$ cat src/qof_pkg.sv
// Shared constants and state encoding for the queue occupancy controller.
package qof_pkg;

  localparam int unsigned QOF_CNT_W   = 8;
  localparam logic [7:0]  QOF_CNT_MAX = 8'hfa;
  localparam logic [7:0]  QOF_CNT_MIN = 8'h00;

  localparam int unsigned QOF_NUM_ST  = 5;

  // One-hot state codes; the bit position of each state is also its status flag position.
  localparam int unsigned QOF_BIT_DRAINED   = 0;
  localparam int unsigned QOF_BIT_SATURATED = 1;
  localparam int unsigned QOF_BIT_QUIESCENT = 2;
  localparam int unsigned QOF_BIT_READING   = 3;
  localparam int unsigned QOF_BIT_WRITING   = 4;

  typedef enum logic [4:0] {
    QOF_DRAINED   = 5'h01,
    QOF_SATURATED = 5'h02,
    QOF_QUIESCENT = 5'h04,
    QOF_READING   = 5'h08,
    QOF_WRITING   = 5'h10
  } qof_state_t;

  localparam qof_state_t QOF_RST_STATE = QOF_DRAINED;
  localparam logic [4:0] QOF_RST_FLAGS = 5'h01;

endpackage

$ cat src/qof_flags.sv
// Registered one-hot status flags following the controller's next state.
`timescale 1ns/1ps
module qof_flags
  import qof_pkg::*;
(
  input  wire logic       mclk,
  input  wire logic       srst,
  input  qof_state_t      state_d,
  output logic [4:0]      flags_q
);

  logic [4:0] flags_d;

  // Decoding the next state keeps the flags aligned with the state register, yet glitch free.
  always_comb begin
    flags_d = 5'h00;
    for (int i = 0; i < QOF_NUM_ST; i++) begin
      flags_d[i] = state_d[i];
    end
  end

  always_ff @(posedge mclk) begin
    if (srst) begin
      flags_q <= QOF_RST_FLAGS;
    end else begin
      flags_q <= flags_d;
    end
  end

endmodule

$ cat src/qof_fsm.sv
// Five-state Moore controller reporting a FIFO's occupancy condition.
`timescale 1ns/1ps
module qof_fsm
  import qof_pkg::*;
#(
  parameter int unsigned CNT_W   = QOF_CNT_W,
  parameter int unsigned CNT_MAX = 250
) (
  input  wire logic             mclk,
  input  wire logic             srst,
  input  wire logic             push,
  input  wire logic             pop,
  input  wire logic [CNT_W-1:0] count_in,
  output logic                  st_drained,
  output logic                  st_saturated,
  output logic                  st_quiescent,
  output logic                  st_reading,
  output logic                  st_writing
);

  // Refused at elaboration: the top count must be representable and nonzero.
  if (CNT_W < 1 || CNT_W > 31 || CNT_MAX >= (2 ** CNT_W) || CNT_MAX < 1) begin : g_bad_cnt
    $error("qof_fsm: occupancy maximum does not fit the count width");
  end

  localparam logic [CNT_W-1:0] CNT_TOP  = CNT_W'(CNT_MAX);
  localparam logic [CNT_W-1:0] CNT_ZERO = CNT_W'(QOF_CNT_MIN);

  qof_state_t state_q;
  qof_state_t state_d;
  logic [4:0] flags_q;

  logic at_top;
  logic at_zero;
  logic no_req;

  // Counts above the top are out of contract; they are simply treated as not full.
  assign at_top  = (count_in == CNT_TOP);
  assign at_zero = (count_in == CNT_ZERO);
  assign no_req  = !push && !pop;

  // Overlapping requests resolve in the order the conditions are listed per state.
  always_comb begin
    state_d = state_q;
    case (state_q)
      QOF_DRAINED: begin
        if (push && !at_top) begin
          state_d = QOF_WRITING;
        end else if (no_req) begin
          state_d = QOF_QUIESCENT;
        end
      end
      QOF_SATURATED: begin
        if (no_req) begin
          state_d = QOF_QUIESCENT;
        end else if (pop) begin
          state_d = QOF_READING;
        end
      end
      QOF_QUIESCENT: begin
        if (pop && at_zero) begin
          state_d = QOF_DRAINED;
        end else if (push && at_top) begin
          state_d = QOF_SATURATED;
        end else if (push) begin
          state_d = QOF_WRITING;
        end else if (pop) begin
          state_d = QOF_READING;
        end
      end
      QOF_READING: begin
        if (no_req) begin
          state_d = QOF_QUIESCENT;
        end else if (pop && at_zero) begin
          state_d = QOF_DRAINED;
        end else if (push && at_top) begin
          state_d = QOF_SATURATED;
        end else if (push) begin
          state_d = QOF_WRITING;
        end else begin
          state_d = QOF_READING;
        end
      end
      QOF_WRITING: begin
        if (no_req) begin
          state_d = QOF_QUIESCENT;
        end else if (pop && at_zero) begin
          state_d = QOF_DRAINED;
        end else if (push && at_top) begin
          state_d = QOF_SATURATED;
        end else if (push) begin
          state_d = QOF_WRITING;
        end else begin
          state_d = QOF_READING;
        end
      end
      default: begin
        // An illegal code can only come from an upset; recover to the safe state.
        state_d = QOF_RST_STATE;
      end
    endcase
  end

  always_ff @(posedge mclk) begin
    if (srst) begin
      state_q <= QOF_RST_STATE;
    end else begin
      state_q <= state_d;
    end
  end

  qof_flags u_flags (
    .mclk    (mclk),
    .srst    (srst),
    .state_d (state_d),
    .flags_q (flags_q)
  );

  assign st_drained   = flags_q[QOF_BIT_DRAINED];
  assign st_saturated = flags_q[QOF_BIT_SATURATED];
  assign st_quiescent = flags_q[QOF_BIT_QUIESCENT];
  assign st_reading   = flags_q[QOF_BIT_READING];
  assign st_writing   = flags_q[QOF_BIT_WRITING];

  logic [4:0] flags_seen;
  assign flags_seen = {st_writing, st_reading, st_quiescent, st_saturated, st_drained};

  chk_reset_drained: assert property (@(posedge mclk) srst |=> st_drained &&
      state_q == QOF_DRAINED)
    else $error("reset did not reach the drained state");

  chk_flags_onehot: assert property (@(posedge mclk) disable iff (srst)
      $onehot(flags_seen))
    else $error("status flags are not one-hot");

  chk_flags_track: assert property (@(posedge mclk) disable iff (srst)
      flags_seen == state_q)
    else $error("status flags disagree with the state register");

  chk_drained_write: assert property (@(posedge mclk) disable iff (srst)
      state_q == QOF_DRAINED && push && !at_top |=> st_writing)
    else $error("drained write below top did not enter writing");

  chk_drained_idle: assert property (@(posedge mclk) disable iff (srst)
      state_q == QOF_DRAINED && !push && !pop |=> st_quiescent)
    else $error("drained with no requests did not go quiescent");

  chk_sat_read: assert property (@(posedge mclk) disable iff (srst)
      state_q == QOF_SATURATED && pop |=> st_reading)
    else $error("saturated read did not enter reading");

  chk_quiet_full: assert property (@(posedge mclk) disable iff (srst)
      state_q == QOF_QUIESCENT && push && at_top |=> st_saturated)
    else $error("quiescent write at top did not saturate");

  chk_read_drain: assert property (@(posedge mclk) disable iff (srst)
      state_q == QOF_READING && pop && !push && at_zero |=> st_drained)
    else $error("read at zero did not drain");

  chk_write_stay: assert property (@(posedge mclk) disable iff (srst)
      state_q == QOF_WRITING && push && !at_top && !(pop && at_zero) |=> st_writing)
    else $error("write below top left the writing state");

  chk_write_read: assert property (@(posedge mclk) disable iff (srst)
      state_q == QOF_WRITING && pop && !push && !at_zero |=> st_reading)
    else $error("read at nonzero count did not enter reading");

  chk_sat_hold: assert property (@(posedge mclk) disable iff (srst)
      state_q == QOF_SATURATED && push && !pop |=> $stable(state_q))
    else $error("saturated state moved without a listed condition");

  chk_drained_hold: assert property (@(posedge mclk) disable iff (srst)
      state_q == QOF_DRAINED && !(push && !at_top) && !no_req |=> st_drained)
    else $error("drained state moved without a listed condition");

  chk_sat_idle: assert property (@(posedge mclk) disable iff (srst)
      state_q == QOF_SATURATED && no_req |=> st_quiescent)
    else $error("saturated with no requests did not go quiescent");

  chk_quiet_drain: assert property (@(posedge mclk) disable iff (srst)
      state_q == QOF_QUIESCENT && pop && at_zero |=> st_drained)
    else $error("quiescent read at zero did not drain");

  chk_quiet_write: assert property (@(posedge mclk) disable iff (srst)
      state_q == QOF_QUIESCENT && push && !at_top && !(pop && at_zero) |=> st_writing)
    else $error("quiescent write below top did not enter writing");

  chk_quiet_read: assert property (@(posedge mclk) disable iff (srst)
      state_q == QOF_QUIESCENT && pop && !push && !at_zero |=> st_reading)
    else $error("quiescent read at nonzero count did not enter reading");

  chk_read_idle: assert property (@(posedge mclk) disable iff (srst)
      state_q == QOF_READING && no_req |=> st_quiescent)
    else $error("reading with no requests did not go quiescent");

  chk_read_full: assert property (@(posedge mclk) disable iff (srst)
      state_q == QOF_READING && push && at_top |=> st_saturated)
    else $error("reading write at top did not saturate");

  chk_read_write: assert property (@(posedge mclk) disable iff (srst)
      state_q == QOF_READING && push && !at_top && !(pop && at_zero) |=> st_writing)
    else $error("reading write below top did not enter writing");

  chk_read_stay: assert property (@(posedge mclk) disable iff (srst)
      state_q == QOF_READING && pop && !push && !at_zero |=> st_reading)
    else $error("read at nonzero count left the reading state");

  chk_write_idle: assert property (@(posedge mclk) disable iff (srst)
      state_q == QOF_WRITING && no_req |=> st_quiescent)
    else $error("writing with no requests did not go quiescent");

  chk_write_full: assert property (@(posedge mclk) disable iff (srst)
      state_q == QOF_WRITING && push && at_top |=> st_saturated)
    else $error("writing at top did not saturate");

  chk_write_drain: assert property (@(posedge mclk) disable iff (srst)
      state_q == QOF_WRITING && pop && at_zero |=> st_drained)
    else $error("writing read at zero did not drain");

  cov_fill_up: cover property (@(posedge mclk) disable iff (srst)
      st_drained ##1 st_writing [*3] ##1 st_saturated);

  cov_drain_down: cover property (@(posedge mclk) disable iff (srst)
      st_saturated ##1 st_reading ##[1:20] st_drained);

  cov_rest: cover property (@(posedge mclk) disable iff (srst)
      st_writing ##1 st_quiescent [*3] ##1 st_writing);

endmodule

$ cat config.mk
export PLATFORM = sky130hd
export DESIGN_NAME = qof_fsm
export DESIGN_NICKNAME = d
export VERILOG_FILES = /design/src/qof_pkg.sv /design/src/qof_flags.sv /design/src/qof_fsm.sv
export SDC_FILE = /design/constraint.sdc
export NUM_CORES = 1
export LEC_CHECK = 0
export BUFFER_PORTS_ARGS = -buffer_cell sky130_fd_sc_hd__buf_2
export CORE_AREA = 4 4 41 43
export DETAILED_ROUTE_END_ITERATION = 10
export DIE_AREA = 0 0 45 47
export SLEW_MARGIN = 5
export SYNTH_ARGS = -nofsm -noshare
export SYNTH_HDL_FRONTEND = slang
export SYNTH_HIERARCHICAL = 1
export SYNTH_SLANG_ARGS = --single-unit
$ cat constraint.sdc
create_clock -name mclk -period 3.5 [get_ports mclk]
set_input_delay 1.05 -clock mclk [delete_from_list [all_inputs] [get_ports mclk]]
set_output_delay 1.05 -clock mclk [all_outputs]
set_load 0.02 [all_outputs]
==> results of run 1 <==
==> cell usage after synthesis, drive strengths merged, types with 2 or more instances <==
library cell | number | area, sq um
dfxtp | 10 | 200.2
and4 | 2 | 17.52
nand3b | 2 | 15.01
nor2b | 2 | 12.51
a211oi | 2 | 15.01
and3 | 2 | 12.51
and2b | 4 | 35.03
and2 | 2 | 12.51
nor3 | 2 | 10.01
nand2b | 3 | 18.77
nor2 | 5 | 18.77
==> registers in the layout, summed over array words and instances, names as in the netlist <==
register / cells
state_q: 5
u_flags/flags_q: 5
==> layout make-up <==
cell class	count	area [sq um]	share of cell area (%)
tap	15	18.77	3.030
multi-input combinational	40	280.3	45.25
timing repair buffer	16	80.08	12.93
clock buffer	4	36.28	5.859
inverter	1	3.754	0.6061
sequential	10	200.2	32.32
==> power by group through the flow <==
stage,combinational (mW),clock (mW),sequential (mW)
floorplan,0.0262,0,0.131
global placement,0.0476,0,0.127
detailed placement,0.0480,0,0.127
CTS,0.0482,0.105,0.124
global route,0.0544,0.111,0.125
finish,0.0481,0.101,0.124
==> worst reg2reg max path: cells and delay by family (launching register included) <==
family / cells / cell delay (ns)
AO/OA/AOI/OAI: 3 / 0.68
XOR/XNOR: 1 / 0.16
flip-flops: 1 / 0.32
AND/OR/NAND/NOR: 1 / 0.19
==> worst paths after layout <==
kind | startpoint | end | slack [ns] | cells after the start
worst max-delay path | count_in[6] | u_flags/flags_q[0] | 1.56 | 6
worst min-delay path | state_q[0] | state_q[4] | 0.70 | 2
worst max register to register | state_q[3] | u_flags/flags_q[0] | 2.03 | 5
worst min register to register | state_q[0] | state_q[4] | 0.70 | 2
==> routing by layer <==
metal | vias to the layer above | part of all wire [%] | track usage [%]
met5 | - | 0 | 0
met4 | 0 | 1.9 | 10.53
met3 | 2 | 6.0 | 1.149
met2 | 12 | 48 | 16.10
met1 | 189 | 45 | 15.90
li1 | 233 | - | -
==> placed cells by master (no fill, tap or decap), drive strengths merged, types with 2 or more instances in the layout <==
cell    instances
dfxtp          10
nand2b          3
buf            16
and2            2
clkbuf          4
and3            2
and2b           4
and4            2
nor3            2
nor2            5
nor2b           2
a211oi          2
nand3b          2
==> through the flow <==
step	power (mW)	std cells	instance area [sq um]	hold slack, ns	setup slack [ns]
floorplan	0.1572	51	484.2	0.5893	1.462
global placement	0.1742	82	583.1	0.6772	1.301
detailed placement	0.1747	82	583.1	0.6778	1.281
CTS	0.2769	86	619.3	0.6877	1.566
global route	0.2905	86	619.3	0.7684	1.496
finish	0.2727	86	619.3	0.6992	1.560
==> cell families (layout without fill, tap and decap cells) <==
group	after synthesis	in the layout	share of synthesized area (%)
xor gates and xnor gates	1	1	1.809
buffers and inverters	1	21	0.7745
AOI/OAI and AO/OA	11	11	18.35
and+or+nand+nor	28	28	37.73
DFF	10	10	41.34
==> impl_results.html, run 1 <==
<table>
<tr><th>Metric</th><th>Value</th></tr>
<tr><th colspan="2">Synthesis</th></tr>
<tr><td>Top_reg_cell synth</td><td>dfxtp_1</td></tr>
<tr><td>Post-synth cell types</td><td>26</td></tr>
<tr><td>Synthesized instance count</td><td>51</td></tr>
<tr><td>Async set-or-reset flop fraction in the synthesized netlist</td><td>0%</td></tr>
<tr><td>Register bit total from synthesis</td><td>10</td></tr>
<tr><td>Yosys synthesis warning count</td><td>6</td></tr>
<tr><td>Avg Synthesized Cell Area</td><td>9.494 sq um</td></tr>
<tr><td>Seq/Total Area, Yosys</td><td>41.34%</td></tr>
<tr><td>Post-synth design cell area</td><td>484.2 sq um</td></tr>
<tr><td>Syn_nets</td><td>63</td></tr>
<tr><td>Number of synthesized flops with an enable pin</td><td>0</td></tr>
<tr><th colspan="2">Pwr</th></tr>
<tr><td>Net switching power</td><td>0.06662 mW</td></tr>
<tr><td>Power Dens Cells</td><td>440.3 nW/um^2</td></tr>
<tr><td>Clock share of power</td><td>36.9%</td></tr>
<tr><td>Switching power share of the total</td><td>24.43%</td></tr>
<tr><td>Proportion of power drawn by combinational gates</td><td>17.6%</td></tr>
<tr><td>IR Drop Worst-Case VDD</td><td>156.3 uV</td></tr>
<tr><td>Part of the total power dissipated in sequential elements</td><td>45.5%</td></tr>
<tr><td>Pleak</td><td>0.2782 nW</td></tr>
<tr><td>Internal power of the cells</td><td>0.2061 mW</td></tr>
<tr><th colspan="2">Worst setup path</th></tr>
<tr><td>Worst path slowest cell</td><td>a31o_2</td></tr>
<tr><td>Critical path buffers and inverters</td><td>1</td></tr>
<tr><td>Kind of capture point of the worst setup path</td><td>register</td></tr>
<tr><td>Critical path data required time</td><td>3.65 ns</td></tr>
<tr><td>Critical path arrival</td><td>2.09 ns</td></tr>
<tr><td>Start-to-end type of the worst setup path</td><td>in2reg</td></tr>
<tr><td>Kind of launch point of the worst setup path</td><td>input port</td></tr>
<tr><td>Critical path's top delay family</td><td>compound AO/OA/AOI/OAI gates</td></tr>
<tr><td>Critical Path Fanout Max</td><td>3</td></tr>
<tr><td>Cell chain of the critical path</td><td>buf_2 &gt; and4_1 &gt; a41oi_1 &gt; o22ai_1 &gt; a31o_2 &gt; or2_1</td></tr>
<tr><td>Delay contributed by the slowest stage of the critical path</td><td>0.22 ns</td></tr>
<tr><th colspan="2">Route</th></tr>
<tr><td>Detail-routed net length per standard cell</td><td>11.21 um</td></tr>
<tr><td>Drt total wl</td><td>964 um</td></tr>
<tr><td>Initial DRT Pass Iterations</td><td>2</td></tr>
<tr><td>Vias per cell</td><td>5.070</td></tr>
<tr><td>Initial DRC Count</td><td>7</td></tr>
<tr><td>Number of nets with antenna violations after detailed routing</td><td>0</td></tr>
<tr><td>Remaining DRCs</td><td>0</td></tr>
<tr><td>Via total after detailed routing</td><td>436</td></tr>
<tr><th colspan="2">GRT</th></tr>
<tr><td>Total routing resource utilization after global routing</td><td>11.67%</td></tr>
<tr><td>Vias in the first global route</td><td>419</td></tr>
<tr><td>Largest net degree at the start of global routing</td><td>8</td></tr>
<tr><td>Global-route wire length before repair</td><td>1773 um</td></tr>
<tr><td>Number of antenna violations at the first check in global routing</td><td>0</td></tr>
<tr><td>Overflow left after global routing</td><td>0</td></tr>
<tr><th colspan="2">Clocking</th></tr>
<tr><td>Number of clock sinks seen by CTS</td><td>10</td></tr>
<tr><td>Maximum buffer depth of the clock tree</td><td>2</td></tr>
<tr><td>H-tree level count</td><td>1</td></tr>
<tr><td>TritonCTS clock tree</td><td>done</td></tr>
<tr><td>Buffers inserted by post-CTS timing repair</td><td>0</td></tr>
<tr><td>Post-cts resize count</td><td>0</td></tr>
<tr><td>CTS clock-pin slew for the worst setup and hold paths</td><td>0.06 ns</td></tr>
<tr><td>Insertion delay to the later sink of the worst-skew pair</td><td>0.26 ns</td></tr>
<tr><td>Clock buffers created by TritonCTS</td><td>3</td></tr>
<tr><td>CTS hold repair buffers</td><td>0</td></tr>
<tr><td>Buffer type at the clock tree root</td><td>clkbuf_4</td></tr>
<tr><th colspan="2">Finish</th></tr>
<tr><td>Share of final-layout standard cells stronger than drive strength 1</td><td>38.03%</td></tr>
<tr><td>Number of nets in the final layout</td><td>84</td></tr>
<tr><td>Final Core Density</td><td>47.60%</td></tr>
<tr><td>Layout-stage area growth over the synthesis result</td><td>27.91%</td></tr>
<tr><td>Fill count</td><td>133</td></tr>
<tr><td>Inserted Diodes</td><td>0</td></tr>
<tr><th colspan="2">Floorplanning</th></tr>
<tr><td>Die outline area</td><td>2115 sq um</td></tr>
<tr><td>Boundary Pins</td><td>17</td></tr>
<tr><td>Placeable core area</td><td>1301 sq um</td></tr>
<tr><td>Die Y</td><td>47 um</td></tr>
<tr><td>Die width</td><td>45 um</td></tr>
<tr><td>Site Rows</td><td>13</td></tr>
<tr><td>Starting density of the core</td><td>37.21%</td></tr>
<tr><th colspan="2">Run status</th></tr>
<tr><td>Result of the run</td><td>completed</td></tr>
<tr><th colspan="2">Run</th></tr>
<tr><td>Max-cap viol count</td><td>0</td></tr>
<tr><th colspan="2">STA</th></tr>
<tr><td>Minimum period implied by the final worst setup slack</td><td>1.940 ns</td></tr>
<tr><td>Achievable Freq</td><td>515.4 MHz</td></tr>
<tr><td>Layout Skew</td><td>0.001389 ns</td></tr>
<tr><td>Setup total negative slack</td><td>0 ns</td></tr>
<tr><td>Final Cycle Share</td><td>55.44%</td></tr>
<tr><td>Unrepaired setup endpoints after global routing</td><td>no</td></tr>
<tr><td>Transition time of the tightest slew-check pin</td><td>0.3197 ns</td></tr>
<tr><td>Max-slew violation count</td><td>0</td></tr>
<tr><td>Final setup violation count</td><td>0</td></tr>
<tr><td>Tightest slew margin relative to the limit</td><td>78.62%</td></tr>
<tr><td>Number of hold-slack violations in the final timing report</td><td>0</td></tr>
<tr><th colspan="2">Placement</th></tr>
<tr><td>Number of port buffers</td><td>16</td></tr>
<tr><td>Routability cong.</td><td>0.8121</td></tr>
<tr><th colspan="2">Min path</th></tr>
<tr><td>Worst min path class</td><td>reg2reg</td></tr>
</table>
Note: power is estimated with default switching activity, not from simulation.
==> run 2: changes to the inputs <==
--- a/config.mk
+++ b/config.mk
@@ -5,10 +5,12 @@
 export SDC_FILE = /design/constraint.sdc
 export NUM_CORES = 1
 export LEC_CHECK = 0
+export ABC_AREA = 1
 export BUFFER_PORTS_ARGS = -buffer_cell sky130_fd_sc_hd__buf_2
 export CORE_AREA = 4 4 41 43
 export DETAILED_ROUTE_END_ITERATION = 10
 export DIE_AREA = 0 0 45 47
+export PLACE_DENSITY = 0.71
 export SLEW_MARGIN = 5
 export SYNTH_ARGS = -nofsm -noshare
 export SYNTH_HDL_FRONTEND = slang
==> constraint.sdc (replaced) <==
create_clock -name mclk -period 1.93 [get_ports mclk]
set_input_delay 0.579 -clock mclk [delete_from_list [all_inputs] [get_ports mclk]]
set_output_delay 0.579 -clock mclk [all_outputs]
set_load 0.02 [all_outputs]
==> impl_results.html, run 2 <==
<table>
<tr><th>Metric</th><th>Value</th></tr>
<tr><th colspan="2">Synthesis</th></tr>
<tr><td>Cell taking the most area after synthesis</td><td>dfxtp_1</td></tr>
<tr><td>Most frequent cell after synthesis</td><td>inv_1</td></tr>
<tr><td>Seq/Total Area, Yosys</td><td>32.92%</td></tr>
<tr><td>Area contributors post-synth</td><td>dfxtp_1 33%, inv_1 15%, nand2_1 12%, nor2_1 11%, nand3_1 9.1%</td></tr>
<tr><td>Register bit total from synthesis</td><td>10</td></tr>
<tr><td>Synthesized instance count</td><td>101</td></tr>
<tr><td>Number of synthesized flops with an enable pin</td><td>0</td></tr>
<tr><td>Post-synth design cell area</td><td>608.1 sq um</td></tr>
<tr><td>Commonest cells in the synthesized netlist</td><td>24 x inv_1, 19 x nand2_1, 18 x nor2_1</td></tr>
<tr><td>Async set-or-reset flop fraction in the synthesized netlist</td><td>0%</td></tr>
<tr><td>Post-synth cell types</td><td>15</td></tr>
<tr><td>Avg Synthesized Cell Area</td><td>6.021 sq um</td></tr>
<tr><td>Top_reg_cell synth</td><td>dfxtp_1</td></tr>
<tr><td>Yosys synthesis warning count</td><td>6</td></tr>
<tr><td>Fraction of post-synthesis cell area in the top cell type by area</td><td>32.92%</td></tr>
<tr><td>Syn_nets</td><td>113</td></tr>
<tr><th colspan="2">GRT</th></tr>
<tr><td>Number of antenna violations at the first check in global routing</td><td>0</td></tr>
<tr><td>Vias in the first global route</td><td>578</td></tr>
<tr><td>Global-route wire length before repair</td><td>2421 um</td></tr>
<tr><td>Largest net degree at the start of global routing</td><td>10</td></tr>
<tr><td>Overflow left after global routing</td><td>0</td></tr>
<tr><td>Total routing resource utilization after global routing</td><td>15.78%</td></tr>
<tr><th colspan="2">Pwr</th></tr>
<tr><td>IR Drop Worst-Case VDD</td><td>407.3 uV</td></tr>
<tr><td>Part of the total power dissipated in sequential elements</td><td>43.1%</td></tr>
<tr><td>Clock share of power</td><td>35.6%</td></tr>
<tr><td>Proportion of power drawn by combinational gates</td><td>21.4%</td></tr>
<tr><td>Net switching power</td><td>0.1535 mW</td></tr>
<tr><td>Power Dens Cells</td><td>708.8 nW/um^2</td></tr>
<tr><td>Pleak</td><td>0.4418 nW</td></tr>
<tr><td>Switching power share of the total</td><td>29.13%</td></tr>
<tr><td>Internal power of the cells</td><td>0.3733 mW</td></tr>
<tr><th colspan="2">Finish</th></tr>
<tr><td>Most common cell after layout, fill and taps aside</td><td>inv_1</td></tr>
<tr><td>Final Core Density</td><td>57.12%</td></tr>
<tr><td>Count of placed standard cells in the final layout, fillers left out</td><td>136</td></tr>
<tr><td>Number of nets in the final layout</td><td>134</td></tr>
<tr><td>Total area of multi-input combinational cells</td><td>314.1 sq um</td></tr>
<tr><td>Share of final-layout standard cells stronger than drive strength 1</td><td>24.79%</td></tr>
<tr><td>Inserted Diodes</td><td>0</td></tr>
<tr><td>Sequential cell area in the final layout</td><td>200.2 sq um</td></tr>
<tr><td>Fill count</td><td>143</td></tr>
<tr><td>Most frequent cells in the layout</td><td>24 x inv_1, 19 x nand2_1, 18 x nor2_1</td></tr>
<tr><td>Layout-stage area growth over the synthesis result</td><td>22.22%</td></tr>
<tr><td>Biggest regs</td><td>state_q (5), u_flags/flags_q (5)</td></tr>
<tr><th colspan="2">Worst setup path</th></tr>
<tr><td>Cell chain of the critical path</td><td>buf_2</td></tr>
<tr><td>Critical path arrival</td><td>0.72 ns</td></tr>
<tr><td>Critical path data required time</td><td>1.35 ns</td></tr>
<tr><td>Critical path's top delay family</td><td>flip-flops</td></tr>
<tr><td>Worst path slowest cell</td><td>dfxtp_1</td></tr>
<tr><td>Delay contributed by the slowest stage of the critical path</td><td>0.31 ns</td></tr>
<tr><td>Critical Path Fanout Max</td><td>1</td></tr>
<tr><td>Start-to-end type of the worst setup path</td><td>reg2out</td></tr>
<tr><td>Kind of capture point of the worst setup path</td><td>primary output</td></tr>
<tr><td>Kind of launch point of the worst setup path</td><td>register</td></tr>
<tr><td>Critical path buffers and inverters</td><td>1</td></tr>
<tr><th colspan="2">Floorplanning</th></tr>
<tr><td>Boundary Pins</td><td>17</td></tr>
<tr><td>Die Y</td><td>47 um</td></tr>
<tr><td>Placeable core area</td><td>1301 sq um</td></tr>
<tr><td>Site Rows</td><td>13</td></tr>
<tr><td>Die outline area</td><td>2115 sq um</td></tr>
<tr><td>Die width</td><td>45 um</td></tr>
<tr><td>Starting density of the core</td><td>46.73%</td></tr>
<tr><th colspan="2">Route</th></tr>
<tr><td>Vias per cell</td><td>4.691</td></tr>
<tr><td>Initial DRC Count</td><td>20</td></tr>
<tr><td>Via total after detailed routing</td><td>638</td></tr>
<tr><td>Drt total wl</td><td>1330 um</td></tr>
<tr><td>Number of nets with antenna violations after detailed routing</td><td>0</td></tr>
<tr><td>Detail-routed net length per standard cell</td><td>9.779 um</td></tr>
<tr><td>Initial DRT Pass Iterations</td><td>4</td></tr>
<tr><td>Remaining DRCs</td><td>0</td></tr>
<tr><th colspan="2">STA</th></tr>
<tr><td>Final setup violation count</td><td>0</td></tr>
<tr><td>Hold_ws</td><td>0.5972 ns</td></tr>
<tr><td>Setup total negative slack</td><td>0 ns</td></tr>
<tr><td>Transition time of the tightest slew-check pin</td><td>0.1995 ns</td></tr>
<tr><td>Achievable Freq</td><td>768.3 MHz</td></tr>
<tr><td>Final setup margin</td><td>0.6284 ns</td></tr>
<tr><td>Unrepaired setup endpoints after global routing</td><td>no</td></tr>
<tr><td>Final Cycle Share</td><td>67.44%</td></tr>
<tr><td>Tightest slew margin relative to the limit</td><td>86.64%</td></tr>
<tr><td>Minimum period implied by the final worst setup slack</td><td>1.302 ns</td></tr>
<tr><td>Max-slew violation count</td><td>0</td></tr>
<tr><td>Layout Skew</td><td>0.0008880 ns</td></tr>
<tr><td>Number of hold-slack violations in the final timing report</td><td>0</td></tr>
<tr><th colspan="2">Clocking</th></tr>
<tr><td>Buffers inserted by post-CTS timing repair</td><td>0</td></tr>
<tr><td>TritonCTS clock tree</td><td>done</td></tr>
<tr><td>Clock buffers created by TritonCTS</td><td>3</td></tr>
<tr><td>CTS hold repair buffers</td><td>0</td></tr>
<tr><td>H-tree level count</td><td>1</td></tr>
<tr><td>Insertion delay to the later sink of the worst-skew pair</td><td>0.26 ns</td></tr>
<tr><td>Post-cts resize count</td><td>0</td></tr>
<tr><td>Buffer type at the clock tree root</td><td>clkbuf_4</td></tr>
<tr><td>Maximum buffer depth of the clock tree</td><td>2</td></tr>
<tr><td>Number of clock sinks seen by CTS</td><td>10</td></tr>
<tr><td>CTS clock-pin slew for the worst setup and hold paths</td><td>0.06 ns</td></tr>
<tr><th colspan="2">Placement</th></tr>
<tr><td>Number of port buffers</td><td>16</td></tr>
<tr><td>Routability cong.</td><td>0.8486</td></tr>
<tr><td>HPWL after DPL</td><td>1107 um</td></tr>
<tr><td>Placed Instances</td><td>132</td></tr>
<tr><td>Worst slack at placement</td><td>0.4178 ns</td></tr>
<tr><th colspan="2">Run status</th></tr>
<tr><td>Result of the run</td><td>completed</td></tr>
<tr><th colspan="2">Min path</th></tr>
<tr><td>Worst min path class</td><td>in2reg</td></tr>
<tr><th colspan="2">Run</th></tr>
<tr><td>Max-cap viol count</td><td>0</td></tr>
</table>
==> run 2: cell count changes in the layout (fill, tap and decap cells not counted), moves of 3 or more <==
| cell | delta |
|---|---|
| inv_1 | +23 |
| nand3_1 | +10 |
| nand2_2 | +3 |
| and2b_2 | -4 |
| nor2_2 | +4 |
| nand2_1 | +19 |
| nand2b_1 | -3 |
| nor2_1 | +13 |
==> run 2: worst paths after layout <==
check	start	end	slack, ns	cells after the start
worst max register to register	state_q[2]	u_flags/flags_q[0]	0.72	8
worst max-delay path	u_flags/flags_q[4]	st_writing	0.63	1
worst min-delay path	srst	state_q[4]	0.60	2
worst min register to register	state_q[3]	state_q[3]	0.67	2
==> run 2: through the flow <==
stage	power [mW]	cell area [sq um]
final	0.5268	743.2
after floorplan	0.3044	608.1
after detailed placement	0.3444	706.9
after global routing	0.5640	743.2
after CTS	0.5362	743.2
after global placement	0.3412	706.9
==> run 2: routing by layer <==
metal	global-route usage (%)	wire (um)	vias to the layer above	part of all wire, %
met5	0	0	-	0
met4	5.263	0	0	0
met3	4.598	74	0	5.6
met2	26.55	679	18	51
met1	19.31	577	276	43
li1	-	-	344	-
==> run 2: layout make-up <==
| class | instances | share of cell area, % |
|---|---|---|
| Multi-Input combinational cell | 66 | 42.26 |
| Sequential cell | 10 | 26.94 |
| Inverter | 25 | 12.63 |
| Timing Repair Buffer | 16 | 10.77 |
| Clock buffer | 4 | 4.882 |
| Tap cell | 15 | 2.525 |
==> run 2: kinds of logic (layout without fill, tap and decap cells) <==
kind of cell,after synthesis,in the layout,synth area share [%]
simple gates,62,62,47.53
buf+inv,25,45,15.43
flops,10,10,32.92
compound gates,4,4,4.115
==> run 2: power groups by stage <==
stage / Clock, mW / Combinational, mW / Sequential [mW]
detailed placement: 0 / 0.113 / 0.232
CTS: 0.196 / 0.114 / 0.227
floorplan: 0 / 0.0660 / 0.238
finish: 0.187 / 0.112 / 0.227
global placement: 0 / 0.110 / 0.231
global route: 0.203 / 0.132 / 0.229
==> run 3: changes to the inputs <==
==> constraint.sdc (replaced) <==
create_clock -name mclk -period 1.3 [get_ports mclk]
set_input_delay 0.39 -clock mclk [delete_from_list [all_inputs] [get_ports mclk]]
set_output_delay 0.39 -clock mclk [all_outputs]
set_load 0.02 [all_outputs]
==> impl_results.html, run 3 (synthesis gave the netlist of run 2 again) <==
<table>
<tr><th>Metric</th><th>Value</th></tr>
<tr><th colspan="2">Run status</th></tr>
<tr><td>Result of the run</td><td>completed</td></tr>
<tr><th colspan="2">Min path</th></tr>
<tr><td>Worst min path class</td><td>in2reg</td></tr>
<tr><td>Hold_sp</td><td>srst</td></tr>
<tr><th colspan="2">Clocking</th></tr>
<tr><td>TritonCTS clock tree</td><td>done</td></tr>
<tr><td>Number of clock sinks seen by CTS</td><td>10</td></tr>
<tr><td>Maximum buffer depth of the clock tree</td><td>2</td></tr>
<tr><td>Insertion delay to the later sink of the worst-skew pair</td><td>0.25 ns</td></tr>
<tr><td>CTS clock-pin slew for the worst setup and hold paths</td><td>0.06 ns</td></tr>
<tr><td>Buffer type at the clock tree root</td><td>clkbuf_4</td></tr>
<tr><td>Clock buffers created by TritonCTS</td><td>3</td></tr>
<tr><td>H-tree level count</td><td>1</td></tr>
<tr><th colspan="2">Worst setup path</th></tr>
<tr><td>Critical path's top delay family</td><td>simple AND/OR/NAND/NOR gates</td></tr>
<tr><td>Delay contributed by the slowest stage of the critical path</td><td>0.34 ns</td></tr>
<tr><td>Worst reg2reg startpoint</td><td>state_q[3]</td></tr>
<tr><td>Critical path arrival</td><td>1.31 ns</td></tr>
<tr><td>Critical path data required time</td><td>1.45 ns</td></tr>
<tr><td>Start-to-end type of the worst setup path</td><td>reg2reg</td></tr>
<tr><td>Critical path buffers and inverters</td><td>2</td></tr>
<tr><td>Beginning of the critical path</td><td>state_q[3]</td></tr>
<tr><td>Kind of capture point of the worst setup path</td><td>register</td></tr>
<tr><td>Cell chain of the critical path</td><td>nor2_2 &gt; nand4_1 &gt; inv_1 &gt; nor2_1 &gt; nand3_1 &gt; nand3_1 &gt; inv_1 &gt; nand2_1</td></tr>
<tr><td>Worst path slowest cell</td><td>dfxtp_2</td></tr>
<tr><td>Critical Path Fanout Max</td><td>4</td></tr>
<tr><td>Kind of launch point of the worst setup path</td><td>register</td></tr>
<tr><th colspan="2">Finish</th></tr>
<tr><td>Inserted Diodes</td><td>0</td></tr>
<tr><td>Count of placed standard cells in the final layout, fillers left out</td><td>135</td></tr>
<tr><td>Most frequent cells in the layout</td><td>24 x inv_1, 19 x nand2_1, 17 x nor2_1</td></tr>
<tr><td>Number of nets in the final layout</td><td>134</td></tr>
<tr><td>Share of final-layout standard cells stronger than drive strength 1</td><td>26.67%</td></tr>
<tr><td>Most common cell after layout, fill and taps aside</td><td>inv_1</td></tr>
<tr><td>Layout-stage area growth over the synthesis result</td><td>20.78%</td></tr>
<tr><td>Fill count</td><td>138</td></tr>
<tr><td>Biggest regs</td><td>state_q (5), u_flags/flags_q (5)</td></tr>
<tr><th colspan="2">Route</th></tr>
<tr><td>Drt total wl</td><td>1241 um</td></tr>
<tr><td>Remaining DRCs</td><td>0</td></tr>
<tr><td>Via total after detailed routing</td><td>634</td></tr>
<tr><td>Detail-routed net length per standard cell</td><td>9.193 um</td></tr>
<tr><td>Vias per cell</td><td>4.696</td></tr>
<tr><td>Initial DRT Pass Iterations</td><td>4</td></tr>
<tr><td>Number of nets with antenna violations after detailed routing</td><td>0</td></tr>
<tr><td>Initial DRC Count</td><td>9</td></tr>
<tr><th colspan="2">Floorplanning</th></tr>
<tr><td>Placeable core area</td><td>1301 sq um</td></tr>
<tr><td>Starting density of the core</td><td>46.73%</td></tr>
<tr><td>Die Y</td><td>47 um</td></tr>
<tr><td>Die width</td><td>45 um</td></tr>
<tr><td>Die outline area</td><td>2115 sq um</td></tr>
<tr><td>Site Rows</td><td>13</td></tr>
<tr><td>Boundary Pins</td><td>17</td></tr>
<tr><th colspan="2">STA</th></tr>
<tr><td>Final Cycle Share</td><td>89.10%</td></tr>
<tr><td>Layout Skew</td><td>0.001673 ns</td></tr>
<tr><td>Final setup violation count</td><td>0</td></tr>
<tr><td>Number of hold-slack violations in the final timing report</td><td>0</td></tr>
<tr><td>Setup total negative slack</td><td>0 ns</td></tr>
<tr><td>Achievable Freq</td><td>863.4 MHz</td></tr>
<tr><td>Tightest slew margin relative to the limit</td><td>85.83%</td></tr>
<tr><td>Minimum period implied by the final worst setup slack</td><td>1.158 ns</td></tr>
<tr><td>Transition time of the tightest slew-check pin</td><td>0.2117 ns</td></tr>
<tr><td>Max-slew violation count</td><td>0</td></tr>
<tr><td>Final setup margin</td><td>0.1417 ns</td></tr>
<tr><th colspan="2">Placement</th></tr>
<tr><td>Worst slack at placement</td><td>-0.0003292 ns</td></tr>
<tr><td>Placed Instances</td><td>132</td></tr>
<tr><td>Routability cong.</td><td>0.8793</td></tr>
<tr><td>Number of port buffers</td><td>16</td></tr>
<tr><td>HPWL after DPL</td><td>1056 um</td></tr>
<tr><th colspan="2">GRT</th></tr>
<tr><td>Global-route wire length before repair</td><td>2208 um</td></tr>
<tr><td>Largest net degree at the start of global routing</td><td>10</td></tr>
<tr><td>Total routing resource utilization after global routing</td><td>13.73%</td></tr>
<tr><td>Number of antenna violations at the first check in global routing</td><td>0</td></tr>
<tr><td>Vias in the first global route</td><td>549</td></tr>
<tr><td>Overflow left after global routing</td><td>0</td></tr>
<tr><th colspan="2">Pwr</th></tr>
<tr><td>IR Drop Worst-Case VDD</td><td>685.9 uV</td></tr>
<tr><td>Total power</td><td>0.6944 mW</td></tr>
<tr><td>Pleak</td><td>0.4365 nW</td></tr>
<tr><td>Power Dens Cells</td><td>945.5 nW/um^2</td></tr>
<tr><th colspan="2">Run</th></tr>
<tr><td>Max-cap viol count</td><td>0</td></tr>
</table>
run 3: cell count changes in the layout (fill, tap and decap cells not counted):
cell / before / now
dfxtp_2: 0 / 2
nor2_2: 4 / 5
dfxtp_1: 10 / 8
nor2_1: 18 / 17
clkbuf_8: 1 / 0
run 3: cell type report:
type	count	area [sq um]	area share, %
clock buffers	3	22.52	3.066
repair buffers	16	80.08	10.90
inverters	25	93.84	12.78
multi-input cells	66	316.6	43.10
well taps	15	18.77	2.555
flip-flops and latches	10	202.7	27.60
run 3: final timing paths:
check / endpoint / slack [ns] / depth (start not counted)
hold / removal: state_q[4] / 0.41 / 2
setup / recovery: u_flags/flags_q[0] / 0.14 / 8
hold reg to reg: state_q[4] / 0.66 / 4
setup reg to reg: u_flags/flags_q[0] / 0.14 / 8
run 3: through the flow:
| stage | hold slack (ns) | area (sq um) | utilization [%] |
|---|---|---|---|
| floorplan | 0.4569 | 608.1 | - |
| global placement | 0.6521 | 706.9 | 54.33 |
| detailed placement | 0.6555 | 706.9 | 54.33 |
| CTS | 0.4062 | 729.5 | 56.06 |
| global route | 0.4207 | 734.5 | 56.44 |
| finish | 0.4123 | 734.5 | 56.44 |
run 3: repair_timing:
action | in CTS | in global routing
setup buffers | 0 | 0
hold buffers | 0 | 0
setup endpoints to repair | 0 | 4
resized for setup | 0 | 3
run 3: where the power goes:
group	internal, mW	switching (mW)	leakage [nW]
sequential	0.326	0.0114	0.0826
clock	0.106	0.0869	0.0138
combinational	0.0590	0.105	0.340
total	0.491	0.204	0.437
run 3: layer usage:
layer	vias to the layer above	share of wire [%]	GRT usage [%]
met4	0	0	0
met1	273	45	19.12
met2	15	50	22.88
li1	346	-	-
met3	0	4.6	3.448
met5	-	0	0
